`src/rtl/cad_defines.svh`:
```
// named offsets, bit positions, reset values and counts of the arithmetic datapath
`ifndef CAD_DEFINES_SVH
`define CAD_DEFINES_SVH

// ==========================================
// register offsets on the plain register port
`define CAD_OFF_STATUS   4'h0
`define CAD_OFF_CORE     4'h2
`define CAD_OFF_PAGE     4'h4

// ==========================================
// status register bit positions
`define CAD_SR_C         0
`define CAD_SR_Z         1
`define CAD_SR_OV        2
`define CAD_SR_N         3
`define CAD_SR_RA        4
`define CAD_SR_IPL_LO    5
`define CAD_SR_IPL_HI    7
`define CAD_SR_DC        8

// ==========================================
// core control bit positions
`define CAD_CC_PWEN      2
`define CAD_CC_IPLTOP    3

// ==========================================
// reset values
`define CAD_RST_FLAG     1'b0
`define CAD_RST_IPL      3'h0
`define CAD_RST_PAGE     8'h00
`define CAD_RST_WORD     16'h0000

// ==========================================
// datapath sizes and divide timing
`define CAD_BYTE_MSB     7
`define CAD_NIB_MSB      3
`define CAD_WIN_BIT      15
`define CAD_LIT_MSB      4
`define CAD_DIV_ITER     5'h10
`define CAD_DIV_TOTAL    19

`endif

```
`src/rtl/cad_pkg.sv`:
```
// types shared by the arithmetic datapath
package cad_pkg;

	// ==========================================
	// operation selects
	typedef enum logic [2:0] {
		CAD_OP_ADD   = 3'h0,
		CAD_OP_SUB   = 3'h1,
		CAD_OP_AND   = 3'h2,
		CAD_OP_IOR   = 3'h3,
		CAD_OP_XOR   = 3'h4,
		CAD_OP_SHIFT = 3'h5,
		CAD_OP_MUL   = 3'h6
	} cad_op_t;

	typedef enum logic [2:0] {
		CAD_MUL_SS   = 3'h0,
		CAD_MUL_UU   = 3'h1,
		CAD_MUL_US   = 3'h2,
		CAD_MUL_SLIT = 3'h3,
		CAD_MUL_ULIT = 3'h4,
		CAD_MUL_UU8  = 3'h5
	} cad_mul_t;

	typedef enum logic [2:0] {
		CAD_DIV_IDLE = 3'b001,
		CAD_DIV_RUN  = 3'b010,
		CAD_DIV_FIX  = 3'b100
	} cad_dst_t;

	// ==========================================
	// whole state of the datapath
	typedef struct packed {
		logic [15:0] rdata;
		logic        c;
		logic        z;
		logic        ov;
		logic        n;
		logic        dc;
		logic        ra;
		logic [2:0]  ipl_low;
		logic        ipl_top;
		logic        pw_en;
		logic [7:0]  pw_page;
		logic [15:0] res_lo;
		logic [15:0] res_hi;
		logic        res_valid;
		logic        pw_hit;
		logic [21:0] pw_word;
		logic [14:0] dm_word;
		cad_dst_t    dst;
		logic [4:0]  dcnt;
		logic [15:0] drem;
		logic [15:0] dq;
		logic [15:0] dsor;
		logic        qneg;
		logic        rneg;
		logic [15:0] quot;
		logic [15:0] remd;
		logic        div_done;
	} cad_state_t;

endpackage : cad_pkg

```
`src/rtl/cad_datapath.sv`:
```
// arithmetic datapath: alu with flags, multiplier, divider, shifter, status and core control
//
// What this block does
// - data addresses cover 32K words, 64 Kbytes byte addressed.
// - window on, upper 32 Kbytes map to program space at 8-bit page.
// - core control bit 2 enables the program window.
// - 17x17 multiplier finishes in one cycle, operands sign or zero extended.
// - multiply modes ss, uu, us, signed/unsigned by 5-bit literal, 8x8 unsigned.
// - divide runs in repeat loop, 19 cycles, pausing never loses partial result.
// - divide forms 32/16 and 16/16, each signed and unsigned.
// - quotient goes to work register zero, remainder to work register one.
// - one iteration per divisor bit, so both forms take equal cycles.
// - shifter does arithmetic/logic right or left up to 16 in one cycle.
// - signed amount: positive right, negative left, zero leaves operand.
// - 16-bit alu does add, subtract, shift, logic in two's complement.
// - add, subtract and logic work in byte or word width as instruction selects; shift is word only.
// - on subtraction carry and half carry act as borrow indicators.
// - half carry: carry out of bit 3 (byte) or bit 7 (word).
// - negative flag follows result sign.
// - signed wrap flag set when two's complement sign changes wrongly.
// - zero flag set on zero result, cleared on non-zero result.
// - carry flag set on carry out of result msb.
// - status bit 4 is read-only loop in progress indicator.
// - status bits 7-5 low priority bits, read-only while nesting disabled.
// - core control bit 3 top priority bit, software may only clear it.
`include "cad_defines.svh"

module cad_datapath
	import cad_pkg::*;
(
	input  wire logic        clk_sys,
	input  wire logic        rstn,
	input  wire logic [3:0]  reg_addr,
	input  wire logic [15:0] reg_wdata,
	input  wire logic        reg_wr,
	input  wire logic        reg_rd,
	output logic      [15:0] reg_rdata,
	input  wire logic        op_valid,
	input  wire cad_op_t     op_code,
	input  wire cad_mul_t    mul_mode,
	input  wire logic        op_byte,
	input  wire logic        op_arith,
	input  wire logic [15:0] op_a,
	input  wire logic [15:0] op_b,
	input  wire logic [5:0]  op_shift,
	output logic      [15:0] res_lo,
	output logic      [15:0] res_hi,
	output logic             res_valid,
	input  wire logic        div_start,
	input  wire logic        div_step,
	input  wire logic        div_signed,
	input  wire logic        div_long,
	input  wire logic [15:0] div_hi,
	input  wire logic [15:0] div_lo,
	input  wire logic [15:0] div_sor,
	output logic             div_busy,
	output logic             div_done,
	output logic      [15:0] work_reg_zero,
	output logic      [15:0] work_reg_one,
	input  wire logic        da_valid,
	input  wire logic [15:0] da_addr,
	output logic             pw_hit,
	output logic      [21:0] pw_word,
	output logic      [14:0] dm_word,
	input  wire logic        loop_active,
	input  wire logic        nesting_disable,
	input  wire logic        priority_top_set,
	output logic      [15:0] cpu_status_flags,
	output logic      [15:0] core_control_reg
);

	cad_state_t s_reg;
	cad_state_t s_next;

	// ==========================================
	// adder, shifter, multiplier, divider step
	logic        is_sub;
	logic [15:0] b_eff;
	logic [16:0] sum17;
	logic [8:0]  sum9;
	logic [4:0]  sum5;
	logic [5:0]  sh_mag;
	logic [15:0] sh_res;
	logic [16:0] mul_a;
	logic [16:0] mul_b;
	logic [33:0] prod;
	logic [16:0] dv_sh;
	logic [17:0] dv_diff;
	logic [31:0] dv_ext;
	logic [31:0] dv_mag;
	logic        dv_neg;
	logic        sor_neg;

	assign is_sub  = (op_code == CAD_OP_SUB);
	// subtract as a + ~b + 1, so carry out high means no borrow
	assign b_eff   = is_sub ? ~op_b : op_b;
	assign sum17   = {1'b0, op_a} + {1'b0, b_eff} + {16'h0000, is_sub};
	assign sum9    = {1'b0, op_a[7:0]} + {1'b0, b_eff[7:0]} + {8'h00, is_sub};
	assign sum5    = {1'b0, op_a[3:0]} + {1'b0, b_eff[3:0]} + {4'h0, is_sub};

	assign sh_mag  = op_shift[5] ? 6'(-op_shift) : op_shift;
	always_comb begin
		if (op_shift[5])
			sh_res = op_a << sh_mag;
		else if (op_arith)
			sh_res = 16'($signed(op_a) >>> sh_mag);
		else
			sh_res = op_a >> sh_mag;
	end

	// extension bit decides the sign treatment of each operand
	always_comb begin
		mul_a = {1'b0, op_a};
		mul_b = {1'b0, op_b};
		case (mul_mode)
			CAD_MUL_SS: begin
				mul_a = {op_a[15], op_a};
				mul_b = {op_b[15], op_b};
			end
			CAD_MUL_US:   mul_b = {op_b[15], op_b};
			CAD_MUL_SLIT: begin
				mul_a = {op_a[15], op_a};
				mul_b = {12'h000, op_b[`CAD_LIT_MSB:0]};
			end
			CAD_MUL_ULIT: mul_b = {12'h000, op_b[`CAD_LIT_MSB:0]};
			CAD_MUL_UU8:  begin
				mul_a = {9'h000, op_a[`CAD_BYTE_MSB:0]};
				mul_b = {9'h000, op_b[`CAD_BYTE_MSB:0]};
			end
			default: begin
				mul_a = {1'b0, op_a};
				mul_b = {1'b0, op_b};
			end
		endcase
	end
	// product is sized by the 34-bit target, so both signed operands extend before the multiply
	assign prod    = $signed(mul_a) * $signed(mul_b);

	// restoring step on magnitudes; signs are fixed in a last pass
	assign dv_sh   = {s_reg.drem, s_reg.dq[15]};
	assign dv_diff = {1'b0, dv_sh} - {2'b00, s_reg.dsor};
	assign dv_ext  = div_long ? {div_hi, div_lo} : {{16{div_signed & div_lo[15]}}, div_lo};
	assign dv_neg  = div_signed & dv_ext[31];
	assign dv_mag  = dv_neg ? 32'(-dv_ext) : dv_ext;
	assign sor_neg = div_signed & div_sor[15];

	// ==========================================
	// next state
	always_comb begin
		logic [15:0] r;
		logic        r_msb;
		r     = `CAD_RST_WORD;
		r_msb = 1'b0;
		s_next = s_reg;
		s_next.res_valid = 1'b0;
		s_next.div_done  = 1'b0;
		s_next.rdata     = `CAD_RST_WORD;
		s_next.pw_hit    = 1'b0;

		if (reg_rd) begin
			case (reg_addr)
				`CAD_OFF_STATUS: s_next.rdata = cpu_status_flags;
				`CAD_OFF_CORE:   s_next.rdata = core_control_reg;
				`CAD_OFF_PAGE:   s_next.rdata = {8'h00, s_reg.pw_page};
				default:         s_next.rdata = `CAD_RST_WORD;
			endcase
		end

		if (reg_wr) begin
			case (reg_addr)
				`CAD_OFF_STATUS: begin
					s_next.c  = reg_wdata[`CAD_SR_C];
					s_next.z  = reg_wdata[`CAD_SR_Z];
					s_next.ov = reg_wdata[`CAD_SR_OV];
					s_next.n  = reg_wdata[`CAD_SR_N];
					s_next.dc = reg_wdata[`CAD_SR_DC];
					if (!nesting_disable)
						s_next.ipl_low = reg_wdata[`CAD_SR_IPL_HI:`CAD_SR_IPL_LO];
				end
				`CAD_OFF_CORE: begin
					s_next.pw_en = reg_wdata[`CAD_CC_PWEN];
					if (!reg_wdata[`CAD_CC_IPLTOP])
						s_next.ipl_top = 1'b0;
				end
				`CAD_OFF_PAGE:   s_next.pw_page = reg_wdata[7:0];
				default: ;
			endcase
		end
		// hardware set wins over a software clear in the same cycle
		if (priority_top_set)
			s_next.ipl_top = 1'b1;
		s_next.ra = loop_active;

		// data address split: upper half may be the program window
		if (da_valid) begin
			s_next.dm_word = da_addr[15:1];
			s_next.pw_hit  = s_reg.pw_en & da_addr[`CAD_WIN_BIT];
			s_next.pw_word = {s_reg.pw_page, da_addr[14:1]};
		end

		// flag updates come after software writes so the operation wins
		if (op_valid) begin
			s_next.res_valid = 1'b1;
			s_next.res_hi    = `CAD_RST_WORD;
			case (op_code)
				CAD_OP_ADD, CAD_OP_SUB: begin
					if (op_byte) begin
						r         = {8'h00, sum9[7:0]};
						r_msb     = sum9[`CAD_BYTE_MSB];
						s_next.c  = sum9[8];
						s_next.dc = sum5[4];
						s_next.ov = (op_a[7] == b_eff[7]) & (r_msb != op_a[7]);
					end else begin
						r         = sum17[15:0];
						r_msb     = sum17[15];
						s_next.c  = sum17[16];
						s_next.dc = sum9[8];
						s_next.ov = (op_a[15] == b_eff[15]) & (r_msb != op_a[15]);
					end
				end
				CAD_OP_AND, CAD_OP_IOR, CAD_OP_XOR: begin
					if (op_code == CAD_OP_AND)
						r = op_a & op_b;
					else if (op_code == CAD_OP_IOR)
						r = op_a | op_b;
					else
						r = op_a ^ op_b;
					if (op_byte)
						r = {8'h00, r[7:0]};
					r_msb = op_byte ? r[`CAD_BYTE_MSB] : r[15];
				end
				CAD_OP_SHIFT: begin
					r     = sh_res;
					r_msb = sh_res[15];
				end
				default: begin
					// multiply leaves every flag alone
					r             = prod[15:0];
					s_next.res_hi = prod[31:16];
				end
			endcase
			s_next.res_lo = r;
			if (op_code != CAD_OP_MUL) begin
				s_next.n = r_msb;
				s_next.z = (r == `CAD_RST_WORD);
			end
		end

		// divider advances only on a loop step, so a pause holds all state
		case (s_reg.dst)
			CAD_DIV_IDLE: begin
				if (div_start) begin
					s_next.drem = dv_mag[31:16];
					s_next.dq   = dv_mag[15:0];
					s_next.dsor = sor_neg ? 16'(-div_sor) : div_sor;
					s_next.qneg = dv_neg ^ sor_neg;
					s_next.rneg = dv_neg;
					s_next.dcnt = 5'h00;
					s_next.dst  = CAD_DIV_RUN;
				end
			end
			CAD_DIV_RUN: begin
				if (div_step) begin
					s_next.drem = dv_diff[17] ? dv_sh[15:0] : dv_diff[15:0];
					s_next.dq   = {s_reg.dq[14:0], ~dv_diff[17]};
					s_next.dcnt = s_reg.dcnt + 5'h01;
					if (s_reg.dcnt == (`CAD_DIV_ITER - 5'h01))
						s_next.dst = CAD_DIV_FIX;
				end
			end
			CAD_DIV_FIX: begin
				if (div_step) begin
					s_next.quot     = s_reg.qneg ? 16'(-s_reg.dq) : s_reg.dq;
					s_next.remd     = s_reg.rneg ? 16'(-s_reg.drem) : s_reg.drem;
					s_next.div_done = 1'b1;
					s_next.dst      = CAD_DIV_IDLE;
				end
			end
			default: s_next.dst = CAD_DIV_IDLE;
		endcase
	end

	// ==========================================
	// state register
	always_ff @(posedge clk_sys or negedge rstn) begin
		if (!rstn) begin
			s_reg         <= '0;
			s_reg.c       <= `CAD_RST_FLAG;
			s_reg.ipl_low <= `CAD_RST_IPL;
			s_reg.pw_page <= `CAD_RST_PAGE;
			s_reg.dst     <= CAD_DIV_IDLE;
		end else begin
			s_reg <= s_next;
		end
	end

	// ==========================================
	// outputs, all straight from state bits
	assign reg_rdata        = s_reg.rdata;
	assign res_lo           = s_reg.res_lo;
	assign res_hi           = s_reg.res_hi;
	assign res_valid        = s_reg.res_valid;
	assign div_busy         = (s_reg.dst != CAD_DIV_IDLE);
	assign div_done         = s_reg.div_done;
	assign work_reg_zero    = s_reg.quot;
	assign work_reg_one     = s_reg.remd;
	assign pw_hit           = s_reg.pw_hit;
	assign pw_word          = s_reg.pw_word;
	assign dm_word          = s_reg.dm_word;
	assign cpu_status_flags = {7'h00, s_reg.dc, s_reg.ipl_low, s_reg.ra, s_reg.n, s_reg.ov, s_reg.z, s_reg.c};
	assign core_control_reg = {12'h000, s_reg.ipl_top, s_reg.pw_en, 2'b00};

	logic [4:0] chk_steps;
	always_ff @(posedge clk_sys or negedge rstn) begin
		if (!rstn)
			chk_steps <= 5'h00;
		else if (div_start && !div_busy)
			chk_steps <= 5'h00;
		else if (div_busy && div_step)
			chk_steps <= chk_steps + 5'h01;
	end
endmodule : cad_datapath

```
`config.mk`:
```
export PLATFORM = sky130hd
export DESIGN_NAME = cad_datapath
export DESIGN_NICKNAME = d
export VERILOG_FILES = /design/src/rtl/cad_pkg.sv /design/src/rtl/cad_datapath.sv
export VERILOG_INCLUDE_DIRS = /design/src /design/src/rtl
export SDC_FILE = /design/constraint.sdc
export NUM_CORES = 1
export LEC_CHECK = 0
export ABC_AREA = 1
export BUFFER_PORTS_ARGS = -buffer_cell sky130_fd_sc_hd__buf_2
export CAP_MARGIN = 20
export CORE_MARGIN = 2
export CORE_UTILIZATION = 67
export CTS_BUF_LIST = sky130_fd_sc_hd__clkbuf_2 sky130_fd_sc_hd__clkbuf_4 sky130_fd_sc_hd__clkbuf_8
export CTS_CLUSTER_DIAMETER = 40
export CTS_CLUSTER_SIZE = 40
export DETAILED_ROUTE_END_ITERATION = 10
export GPL_ROUTABILITY_DRIVEN = 0
export PLACE_DENSITY_LB_ADDON = 0.08
export SLEW_MARGIN = 20
export SYNTH_ARGS = -nofsm -noshare
export SYNTH_HDL_FRONTEND = slang
export SYNTH_SLANG_ARGS = --single-unit
```
`constraint.sdc`:
```
create_clock -name clk_sys -period 5 [get_ports clk_sys]
set_input_delay 0.5 -clock clk_sys [delete_from_list [all_inputs] [get_ports clk_sys]]
set_output_delay 0.5 -clock clk_sys [all_outputs]
set_load 0.01 [all_outputs]
```
Word level (Yosys, flattened, before mapping). Cells that the tools add are included.

Bitwise operators: 13. $mul: 1. Equality and inequality tests: 26. Mux-type cells: 50. Shift-type cells: 3. Reductions and logical operators: 21. $add $sub $neg: 13.

Operators with widths (number): 16-bit two-way mux (13); 37-bit one-hot mux with 2 select lines (1); 32-bit two-way mux (2); 58-bit two-way mux (1); 17-bit one-hot mux with 3 select lines (1); 16-bit negation (3); 16-bit one-hot mux with 3 select lines (1); 40-bit two-way mux (1); 38-bit two-way mux (1); 17-bit one-hot mux with 2 select lines (1); 17-bit by 17-bit multiplier with 32-bit output (1); 32-bit negation (1); 9-bit one-hot mux with 3 select lines (1); 17-bit by 16-bit subtractor with 18-bit output (1); 16-bit by 16-bit adder with 17-bit output (1); 17-bit by 1-bit adder with 17-bit output (1); 16-bit AND (1); 16-bit logical NOT (1); 16-bit inverter (1); 16-bit OR (1); 16-bit by 6-bit << shifter with 16-bit output (1); 16-bit by 6-bit >> shifter with 16-bit output (1); 16-bit by 6-bit >>> shifter with 16-bit output (1); 16-bit bitwise XOR (1); other kinds (40) (88).

Register bits after elaboration: 197. Bits of input ports: 143.

Logic depth before layout (Yosys ltp). Gate-level depths: netlist of the first run.

Word-level depth: 10. Gate-level depth with buffers: 34. Depth with buffers taken out: 33.

Least setup slack after synthesis of the first run. No wires, ideal clock.

Path type: input port to flip-flop. Start point: input port mul_mode[0]. End point: register s_reg, in the netlist res_hi[12]. Setup time: 118 ps. Data required time: 4882 ps. Cell stages on the path: 28. Path slack: -1302 ps. Arrival: 6184 ps. Cell sequence: inv_1 nor3_1 inv_2 nand2_1 clkinv_1 nand2_1 fa_1 fa_1 inv_1 fa_1 inv_1 fa_1 inv_1 fa_1 inv_1 fa_1 inv_1 ha_1 nand4_1 o21ai_2 a21oi_1 o21bai_1 a21oi_1 inv_1 a21oi_1 or2_2 nand3_1 nand2_1.

Longest elaborated chain between the ends: 5. Elaborated cells on any way between the ends: 12. Those cells by class: 1 x mul; 4 x eq/ne; 3 x mux; 4 x reduce/logical.

Ends and longest elaborated chain: start: declaration (line cad_datapath.sv:40) `input wire cad_mul_t mul_mode,`; 3-bit equality test, or another cell as far along (line cad_datapath.sv:115) `case (mul_mode)`; 2-bit OR reduction (no source line); 17-bit one-hot mux with 3 select lines / 17-bit one-hot mux with 2 select lines (equally long branches) (line cad_datapath.sv:115); 17-bit by 17-bit multiplier with 32-bit output (*) (line cad_datapath.sv:137) `assign prod = $signed(mul_a) * $signed(mul_b);`; 16-bit two-way mux (*) (line cad_datapath.sv:205) `case (op_code)`; end signal: assignment (line cad_datapath.sv:293) `s_reg <= s_next;`; end: declaration (line cad_datapath.sv:72) `cad_state_t s_reg;`.

Every way passes the cells marked *; elsewhere a longest branch is shown, timed or not. A chain may end at the register's enable or synchronous reset.

Worst setup path after layout of the first run.
Start point: input port mul_mode[2]. End point: register s_reg, in the netlist res_hi[14].

The elaborated chain is that of the path after synthesis.

==> run summary, run 1 <==
Per report_power, the combinational group accounts for 85.3% of the total. The placement row count is 71. The first-iteration detailed-routing DRC count came out at 2806.

The final count of hold timing violations came out at 0. In this run the deepest clock path goes through 2 buffers. The total of buffers placed on input and output ports is 259. The post-route worst setup slack came out at -1.09 ns. The number of flip-flops under the largest register name is 49. The number of buffers inserted by hold repair at cts came out at 0. The die covers 39600 um2.

The part of the power in registers is 10.2%. The number of global-route vias before repair came to 25236. The kind of path behind the tightest hold check is input pin to async pin. The met1 demand-to-capacity share in global routing is 49.6%. The fraction of power spent switching nets is 51.8%. Counting flops with an async set or reset pin after synthesis yields a share of 100%. met2 is the most crowded layer. Global routing used 40.8% of the available tracks. The final setup skew came out at 0.0101 ns. The worst path required time is 5.38 ns.

In the routed design, unresolved DRC markers number 0. Based on the critical path, the design can be clocked at up to 164 MHz. The proportion of power drawn by the clock network is 4.5%. The number of storage elements in the synthesis netlist is 176. In this run, CTS created clock tree buffers numbering 17. The global-route track usage on met3 is 7.38%.

For this run, the leading register cell type out of synthesis is sky130_fd_sc_hd__dfrtp_1. The share of layout cells above drive strength 1 is 23.3%. Including well taps, the total number of placed cells is 4280. The final critical path takes up 122% of the cycle. The effective utilization at floorplan is 67.8%. TritonCTS built the clock tree. The sink count of the clock tree came out at 176. The met2 track demand over resource in global routing is 68.2%.

In this run the number of cells on the critical path is 31. The worst register-to-register path ends at dv_sh[11]. The root buffer cell chosen for the clock tree is sky130_fd_sc_hd__clkbuf_8. The type of element capturing the critical path is a flip-flop. In this run the worst setup path terminates at res_hi[14]. The worst relative slew slack came out at 33.1%. The total negative slack came out at -18.42 ns. The actual slew at the worst max-slew pin is 1.00 ns. The shortest clock period the worst path allows after layout is 6.09 ns.

The final HPWL from detailed placement came out at 63400 um. The checks that failed: negative setup slack. The number of maximum-capacitance violations is 0. The later-pin clock latency in the skew report is 0.49 ns.

The analysis attributes to net switching a power of 11400 uW. The internal power component is 10600 uW. After clock tree synthesis, the clock-pin slew on the worst setup and hold paths is 0.09 ns.

The net count of the finished layout is 4406. The slowest stage of the critical path is the sky130_fd_sc_hd__fa_1 cell. The die height came out at 199 um.

In this run the power density over the cells is 731 nW/um2. The I/O pin total came out at 296. The total number of yosys warnings came out at 0.

The placeable core area came out at 37600 um2. The maximum cell stage delay along the critical path came out at 0.58 ns. The critical path class is input pin to flip-flop.

The cell that appears most often on the critical path is sky130_fd_sc_hd__fa_1. The cell area after synthesis came out at 25500 um2. The flow ran to the end, but the final reports show violations. The origin of the worst setup path is mul_mode[2]. The worst setup path is launched from an input pin.

Counting both buffers and inverters, the worst setup path holds a total of 10. Setup repair after global routing could not meet its margin everywhere. Of all nets on the critical path, the largest fanout is 7. The routed wirelength normalized by instance count is 18.6 um.

The number of cells on the worst reg-to-reg path is 16. The number of distinct library cells after synthesis came out at 60. The critical path arrival came out at 6.47 ns. The highest ir drop seen on vdd came out at 0.00101 V.

The largest net degree at the start of global routing came out at 102. The total overflow reported by the global router is 0. The worst setup slack after placement came out at -1.57 ns. The final layout contains routed wiring with a total length of 81100 um. The post-synthesis area per instance came out at 7.31 um2. Cells fill 80.1% of the core in the end. The setup check on the worst reg-to-reg path leaves a slack of 1.87 ns.

The count of flip-flops with a built-in enable after synthesis is 0. The vias per cell is 5.87. The number of search-and-repair iterations in the first detailed-routing pass came out at 6. The initial antenna violation count is 1.

The final count of negative-setup-slack endpoints came out at 24. The number of max-slew violations in the final report is 0. The proportion of synthesized chip area in sequential cells is 17.3%. The static power due to leakage is 0.0159 uW.

The growth of design area from synthesis to finish came out at 18.1%. The gate count of the mapped netlist is 3487. The total number of vias is 25538.

After filler insertion, the fill cell instance count of the layout stands at 2580. The x dimension of the die came out at 199 um. The H-tree depth came out at 4. The cell class contributing the biggest share of worst-path delay is adder cells.

The number of antenna-violating nets in the routed design is 0. The worst register-to-register path begins at s_reg[35]. The first global-routing pass estimated 127000 um of wire. The finished layout holds 4351 standard cells, fillers aside.
[worst register-to-register path: stages (launching register included)]
cell and delay [ns]:
sky130_fd_sc_hd__dfrtp_1 0.46, sky130_fd_sc_hd__ha_1 0.29, sky130_fd_sc_hd__fa_1 0.41, sky130_fd_sc_hd__o21ai_0 0.44
sky130_fd_sc_hd__nand2_1 0.09, sky130_fd_sc_hd__nand2_1 0.08, sky130_fd_sc_hd__a21oi_1 0.08, sky130_fd_sc_hd__o21ai_0 0.27
sky130_fd_sc_hd__a21oi_1 0.11, sky130_fd_sc_hd__nor2_1 0.10, sky130_fd_sc_hd__nor2_1 0.06, sky130_fd_sc_hd__xor2_1 0.15
sky130_fd_sc_hd__nand2_1 0.07, sky130_fd_sc_hd__o211ai_1 0.13, sky130_fd_sc_hd__nand2_1 0.10, sky130_fd_sc_hd__nand2_1 0.06
sky130_fd_sc_hd__o21ai_0 0.09
[through the flow]
stage	power (uW)	instance area (um2)	hold slack, ns
after floorplan	11700	26200	0.204
after global placement	16300	28500	0.460
after detailed placement	16800	28500	0.465
after CTS	19800	29700	0.100
after global routing	23700	30100	0.107
final	22000	30100	0.126
[final cells by class]
class / instances / area (um2) / share of cell area [%]
diodes: 1 / 2.50 / 0.00831
clock buffers: 19 / 255 / 0.848
clock inverters: 12 / 134 / 0.445
inverters: 636 / 2440 / 8.12
multi-input cells: 2443 / 18400 / 61.3
flip-flops and latches: 176 / 4410 / 14.6
well taps: 511 / 639 / 2.12
repair buffers: 553 / 3780 / 12.6
[layout by cell type, fill, tap and decap left out, types with 15 or more instances in the layout]
| cell | count |
|---|---|
| sky130_fd_sc_hd__nand3_1 | 197 |
| sky130_fd_sc_hd__ha_1 | 122 |
| sky130_fd_sc_hd__fa_1 | 269 |
| sky130_fd_sc_hd__nand2_2 | 44 |
| sky130_fd_sc_hd__nand2_1 | 713 |
| sky130_fd_sc_hd__clkbuf_8 | 18 |
| sky130_fd_sc_hd__fa_2 | 15 |
| sky130_fd_sc_hd__o21ai_1 | 19 |
| sky130_fd_sc_hd__mux2_2 | 24 |
| sky130_fd_sc_hd__buf_6 | 24 |
| sky130_fd_sc_hd__a22oi_1 | 15 |
| sky130_fd_sc_hd__nand4_1 | 24 |
| sky130_fd_sc_hd__a21oi_1 | 149 |
| sky130_fd_sc_hd__nor2_2 | 30 |
| sky130_fd_sc_hd__xnor2_1 | 27 |
| sky130_fd_sc_hd__inv_2 | 33 |
| sky130_fd_sc_hd__xor2_1 | 70 |
| sky130_fd_sc_hd__nor2_1 | 245 |
| sky130_fd_sc_hd__a21oi_2 | 17 |
| sky130_fd_sc_hd__buf_2 | 257 |
| sky130_fd_sc_hd__o21ai_0 | 177 |
| sky130_fd_sc_hd__buf_4 | 257 |
| sky130_fd_sc_hd__dfrtp_1 | 175 |
| sky130_fd_sc_hd__ha_4 | 27 |
| sky130_fd_sc_hd__nor2_4 | 28 |
| sky130_fd_sc_hd__conb_1 | 28 |
| sky130_fd_sc_hd__nor3_1 | 37 |
| sky130_fd_sc_hd__inv_1 | 578 |
[worst min path at each step]
| stage | end | slack [ns] | cells after the start |
|---|---|---|---|
| floorplan | core_control_reg[2] | 0.20 | 0 |
| global placement | work_reg_one[7] | 0.46 | 2 |
| detailed placement | res_lo[13] | 0.46 | 2 |
| CTS | cpu_status_flags[4] | 0.10 | 1 |
| global route | cpu_status_flags[4] | 0.11 | 1 |
| finish | s_reg[50] | 0.13 | 1 |
[layer usage]
layer | up-vias | share of wire (%)
met5 | - | 0
met4 | 0 | 7.4
met3 | 453 | 10
met2 | 1701 | 46
met1 | 12034 | 36
li1 | 11350 | -
[logic make-up after synthesis]
family,count (synthesis),share of synthesized area (%)
AND/OR/NAND/NOR,1371,22.2
buffers and inverters,896,15.7
AO/OA/AOI/OAI,480,10.4
adder cells (fa/ha/maj),436,29.8
flip-flops,176,17.3
XOR/XNOR,102,3.53
multiplexers,25,1.10
other,1,0.0147
[power groups by stage]
stage	Combinational (uW)	Clock [uW]	Sequential, uW
after global placement	14100	0	2230
after detailed placement	14500	0	2250
after global routing	20300	1060	2290
after CTS	16500	1010	2230
after floorplan	9560	0	2140
final	18800	996	2240
[synthesized netlist by cell type, drive strengths merged, types with 2 or more instances]
cell / n / area, um2
nand2: 772 / 2910
inv: 625 / 2350
nor2: 302 / 1160
fa: 284 / 5690
o21ai: 208 / 1050
nand3: 204 / 1030
buf: 178 / 1290
dfrtp: 175 / 4380
a21oi: 174 / 886
ha: 152 / 1900
clkbuf: 82 / 308
xor2: 74 / 656
nor3: 39 / 206
xnor2: 28 / 245
mux2: 24 / 270
nand4: 24 / 150
a22oi: 15 / 113
a31oi: 15 / 93.8
or2: 15 / 93.8
a211oi: 13 / 97.6
o211ai: 12 / 90.1
clkinv: 11 / 41.3
o31ai: 9 / 67.6
o21bai: 8 / 63.8
o22ai: 8 / 50.1
nor4: 6 / 37.5
a21o: 4 / 30.0
nand3b: 4 / 30.0
a2bb2oi: 3 / 26.3
o21a: 3 / 22.5
o221ai: 3 / 26.3
a21boi: 2 / 15.0
nor3b: 2 / 15.0
[repair_timing]
item	in CTS	in global routing
pin swaps	100	69
resized for setup	169	85
setup endpoints to repair	24	25
gates cloned	1	0
buffers inserted	27	17
Power figures use the tool's default switching activity.
==> run 2: changes to the inputs <==
==> constraint.sdc (replaced) <==
create_clock -name clk_sys -period 7 [get_ports clk_sys]
set_input_delay 0.7 -clock clk_sys [delete_from_list [all_inputs] [get_ports clk_sys]]
set_output_delay 0.7 -clock clk_sys [all_outputs]
set_load 0.01 [all_outputs]
==> run 2 against run 1 <==
  * The run now ends clean
  * Clock skew is 0.0045 ns higher
  * Clock power is 27% lower
  * Combinational power shrank 54%
  * Total power is 50% lower
  * Register-to-register slack better by 1.9 ns
  * Non-clock buffer count fell by 197
  * Die area unchanged
  * First-iteration DRC count decreased by 0.29%
  * Setup slack better by 1.5 ns
  * Critical path type unchanged
  * Largest cell class unchanged
==> run summary, run 2 (same netlist as run 1, synthesis figures left out) <==
The initial antenna violation count is 6 (+5). The critical path arrival came to 6.94 ns (+0.47 ns). The x dimension of the die came out at 199 um (unchanged). The placeable core area came out at 37600 um2 (unchanged).

The highest clock rate is 153 MHz. The wire length on met2 came to 34000 um (-9.7%). The total number of vias came out at 23947 (-6.2%). The H-tree depth was 4 (unchanged). The total routed wire length on the met1 layer is 28300 um (-2.8%). The number of flip-flops under the largest register name came out at 49 (unchanged). The post-layout total power is 10900 uW (-50%). The biggest fanout along the worst timing path is 6 (-1).

The worst setup slack after placement came out at -0.0763 ns (+1.50 ns). The number of antenna-violating nets in the routed design is 0 (unchanged). In this run the clock root is driven by a sky130_fd_sc_hd__clkbuf_8.

The number of search-and-repair iterations in the first detailed-routing pass was 7 (+1). The worst setup path is captured at a flip-flop. The effective utilization at floorplan came out at 67.8% (unchanged). The power density over cell area is 403 nW/um2 (-45%).

The endpoint identified for the worst register-to-register timing path is dv_sh[11]. The detailed-routed wire length on met3 was 8600 um (+3.5%). The actual slew at the worst max-slew pin is 0.971 ns (-0.0296 ns).

The maximum cell stage delay along the critical path came out at 0.55 ns (-0.03 ns). The maximum buffer depth of the clock tree was 2 (unchanged). The total negative slack came to 0 ns (+18.42 ns).

The static power due to leakage came out at 0.0148 uW (-7.3%). The worst hold-check slack came out at 0.289 ns (+0.163 ns). The run finished with clean final reports. The later-pin clock latency in the skew report is 0.50 ns (about the same). The total of buffers placed on input and output ports came out at 259 (unchanged). The count of buffers added by post-CTS timing repair for setup came out at 0 (-100%).

The overall track demand over capacity in global routing came out at 38.8% (-2.0 points). The total of fill cells in the finished design is 3083 (+19%). The placement row count came out at 71 (unchanged). The number of buffers inserted by hold repair at cts came out at 0 (unchanged).

STA classifies the critical path startpoint as an input pin. The number of maximum-capacitance violations came out at 0 (unchanged). The critical-path cell with the highest stage delay is sky130_fd_sc_hd__fa_1. The number of max-slew violations in the final report is 0 (unchanged). The post-route worst setup slack is 0.455 ns (+1.54 ns). The post-route fraction of the period consumed by the critical path came out at 93.5%. The largest net degree at the start of global routing was 98 (-3.9%).

The clock input transition at the sequential cells of the worst setup and hold paths came out at 0.10 ns (about the same). The I/O pin total is 296 (unchanged). The total CTS buffers came out at 17 (unchanged). The growth of design area from synthesis to finish came out at 6.28%.

The number of resized instances in the post-cts repair step came out at 0 (-100%). The routed wirelength normalized by instance count is 18.1 um (-2.8%). The total overflow reported by the global router is 0 (unchanged). Leaving out fill and tap cells, the most frequent cell in the layout is sky130_fd_sc_hd__nand2_1.

The worst path required time came out at 7.39 ns (+2.01 ns). The shortest clock period the worst path allows after layout is 6.54 ns. The number of remaining DRC errors is 0 (unchanged). The final HPWL from detailed placement came out at 60900 um (-3.9%). The number of global-route vias before repair is 23288 (-7.7%). The worst relative slew slack came to 35.2% (+2.1 points). The highest ir drop seen on vdd came out at 0.000536 V (-47%).

The sink count of the clock tree was 176 (unchanged). The vias per cell came out at 5.76 (-1.9%). The minimum setup slack among reg-to-reg paths came out at 3.76 ns (+1.89 ns). The clock tree from TritonCTS is done. The die height came out at 199 um (unchanged). The worst-case reg-to-reg path depth was 17 (+1). The final setup skew came out at 0.0147 ns (+0.00453 ns).

The final count of hold timing violations is 0 (unchanged). The first-iteration detailed-routing DRC count came out at 2798 (-0.29%). The critical path class is input pin to flip-flop.

The min-delay analysis places its worst path in the category input pin to async pin. The net total in the final layout is 4208 (-4.5%). In the layout the commonest cells are 766 x sky130_fd_sc_hd__nand2_1, 617 x sky130_fd_sc_hd__inv_1, 295 x sky130_fd_sc_hd__nor2_1. After detailed routing, no signal wire sits above met4. The final count of negative-setup-slack endpoints came out at 0 (-100%). The die area came out at 39600 um2 (unchanged). Setup repair after global routing left no endpoint under its margin. The share of layout cells above drive strength 1 is 12.6% (-11 points).

The first-pass GRT wire length came out at 119000 um (-5.7%). The startpoint identified for the worst register-to-register timing path is dv_sh[0]. The routed wire length came to 75300 um (-7.1%).
[run 2: cell types whose count changed in the layout (fill, tap and decap cells not counted), sizes merged]
cell / delta
buf: -197
diode: +5
inv: +5
clkinvlp: -3
clkinv: -1
nor2: -1
[run 2: through the flow]
stage | instance area, um2 | instances | util (%)
floorplan | 25600 | 3514 | -
detailed placement | 26700 | 4121 | 70.9
finish | 27100 | 4159 | 72.1
global placement | 26700 | 4121 | 70.9
global route | 27100 | 4158 | 72.1
CTS | 27100 | 4153 | 72.0
[run 2: final cells by class]
| type | instances | area [um2] | share of cell area (%) |
|---|---|---|---|
| clock inverter | 13 | 148 | 0.545 |
| inverter | 636 | 2390 | 8.82 |
| multi-input combinational | 2442 | 17200 | 63.5 |
| antenna | 6 | 15.0 | 0.0554 |
| sequential | 176 | 4410 | 16.3 |
| clock buffer | 19 | 255 | 0.942 |
| timing repair buffer | 356 | 2030 | 7.50 |
| tap | 511 | 639 | 2.36 |
[run 2: report_power, final]
group | internal, uW | leakage, uW | total, uW | switching [uW]
clock network | 337 | 0.000206 | 727 | 391
logic | 3310 | 0.0123 | 8570 | 5270
registers | 1350 | 0.00223 | 1600 | 252
[run 2: metal layers]
metal | vias to the layer above | track usage, %
li1 | 10966 | -
met1 | 11273 | 49.4
met2 | 1384 | 62.0
met3 | 324 | 8.97
met4 | 0 | 20.2
met5 | - | 0
[run 2: worst max-delay path: cells and delay by family]
kind | cells | cell delay [ns]
fa+ha+maj | 7 | 3.49
compound gates | 5 | 0.90
buf+inv | 7 | 0.60
simple gates | 10 | 1.26
[run 2: worst max-delay path by stage]
stage                      from         end  slack (ns)  cells after the start
finish              mul_mode[2]  res_hi[12]        0.46                     29
global route        mul_mode[2]  res_hi[15]        0.05                     29
floorplan           mul_mode[0]  res_hi[12]        0.50                     28
global placement    mul_mode[0]  res_hi[14]        0.15                     29
CTS                 mul_mode[0]  res_hi[12]        0.47                     29
detailed placement  mul_mode[0]  res_hi[12]       -0.08                     29
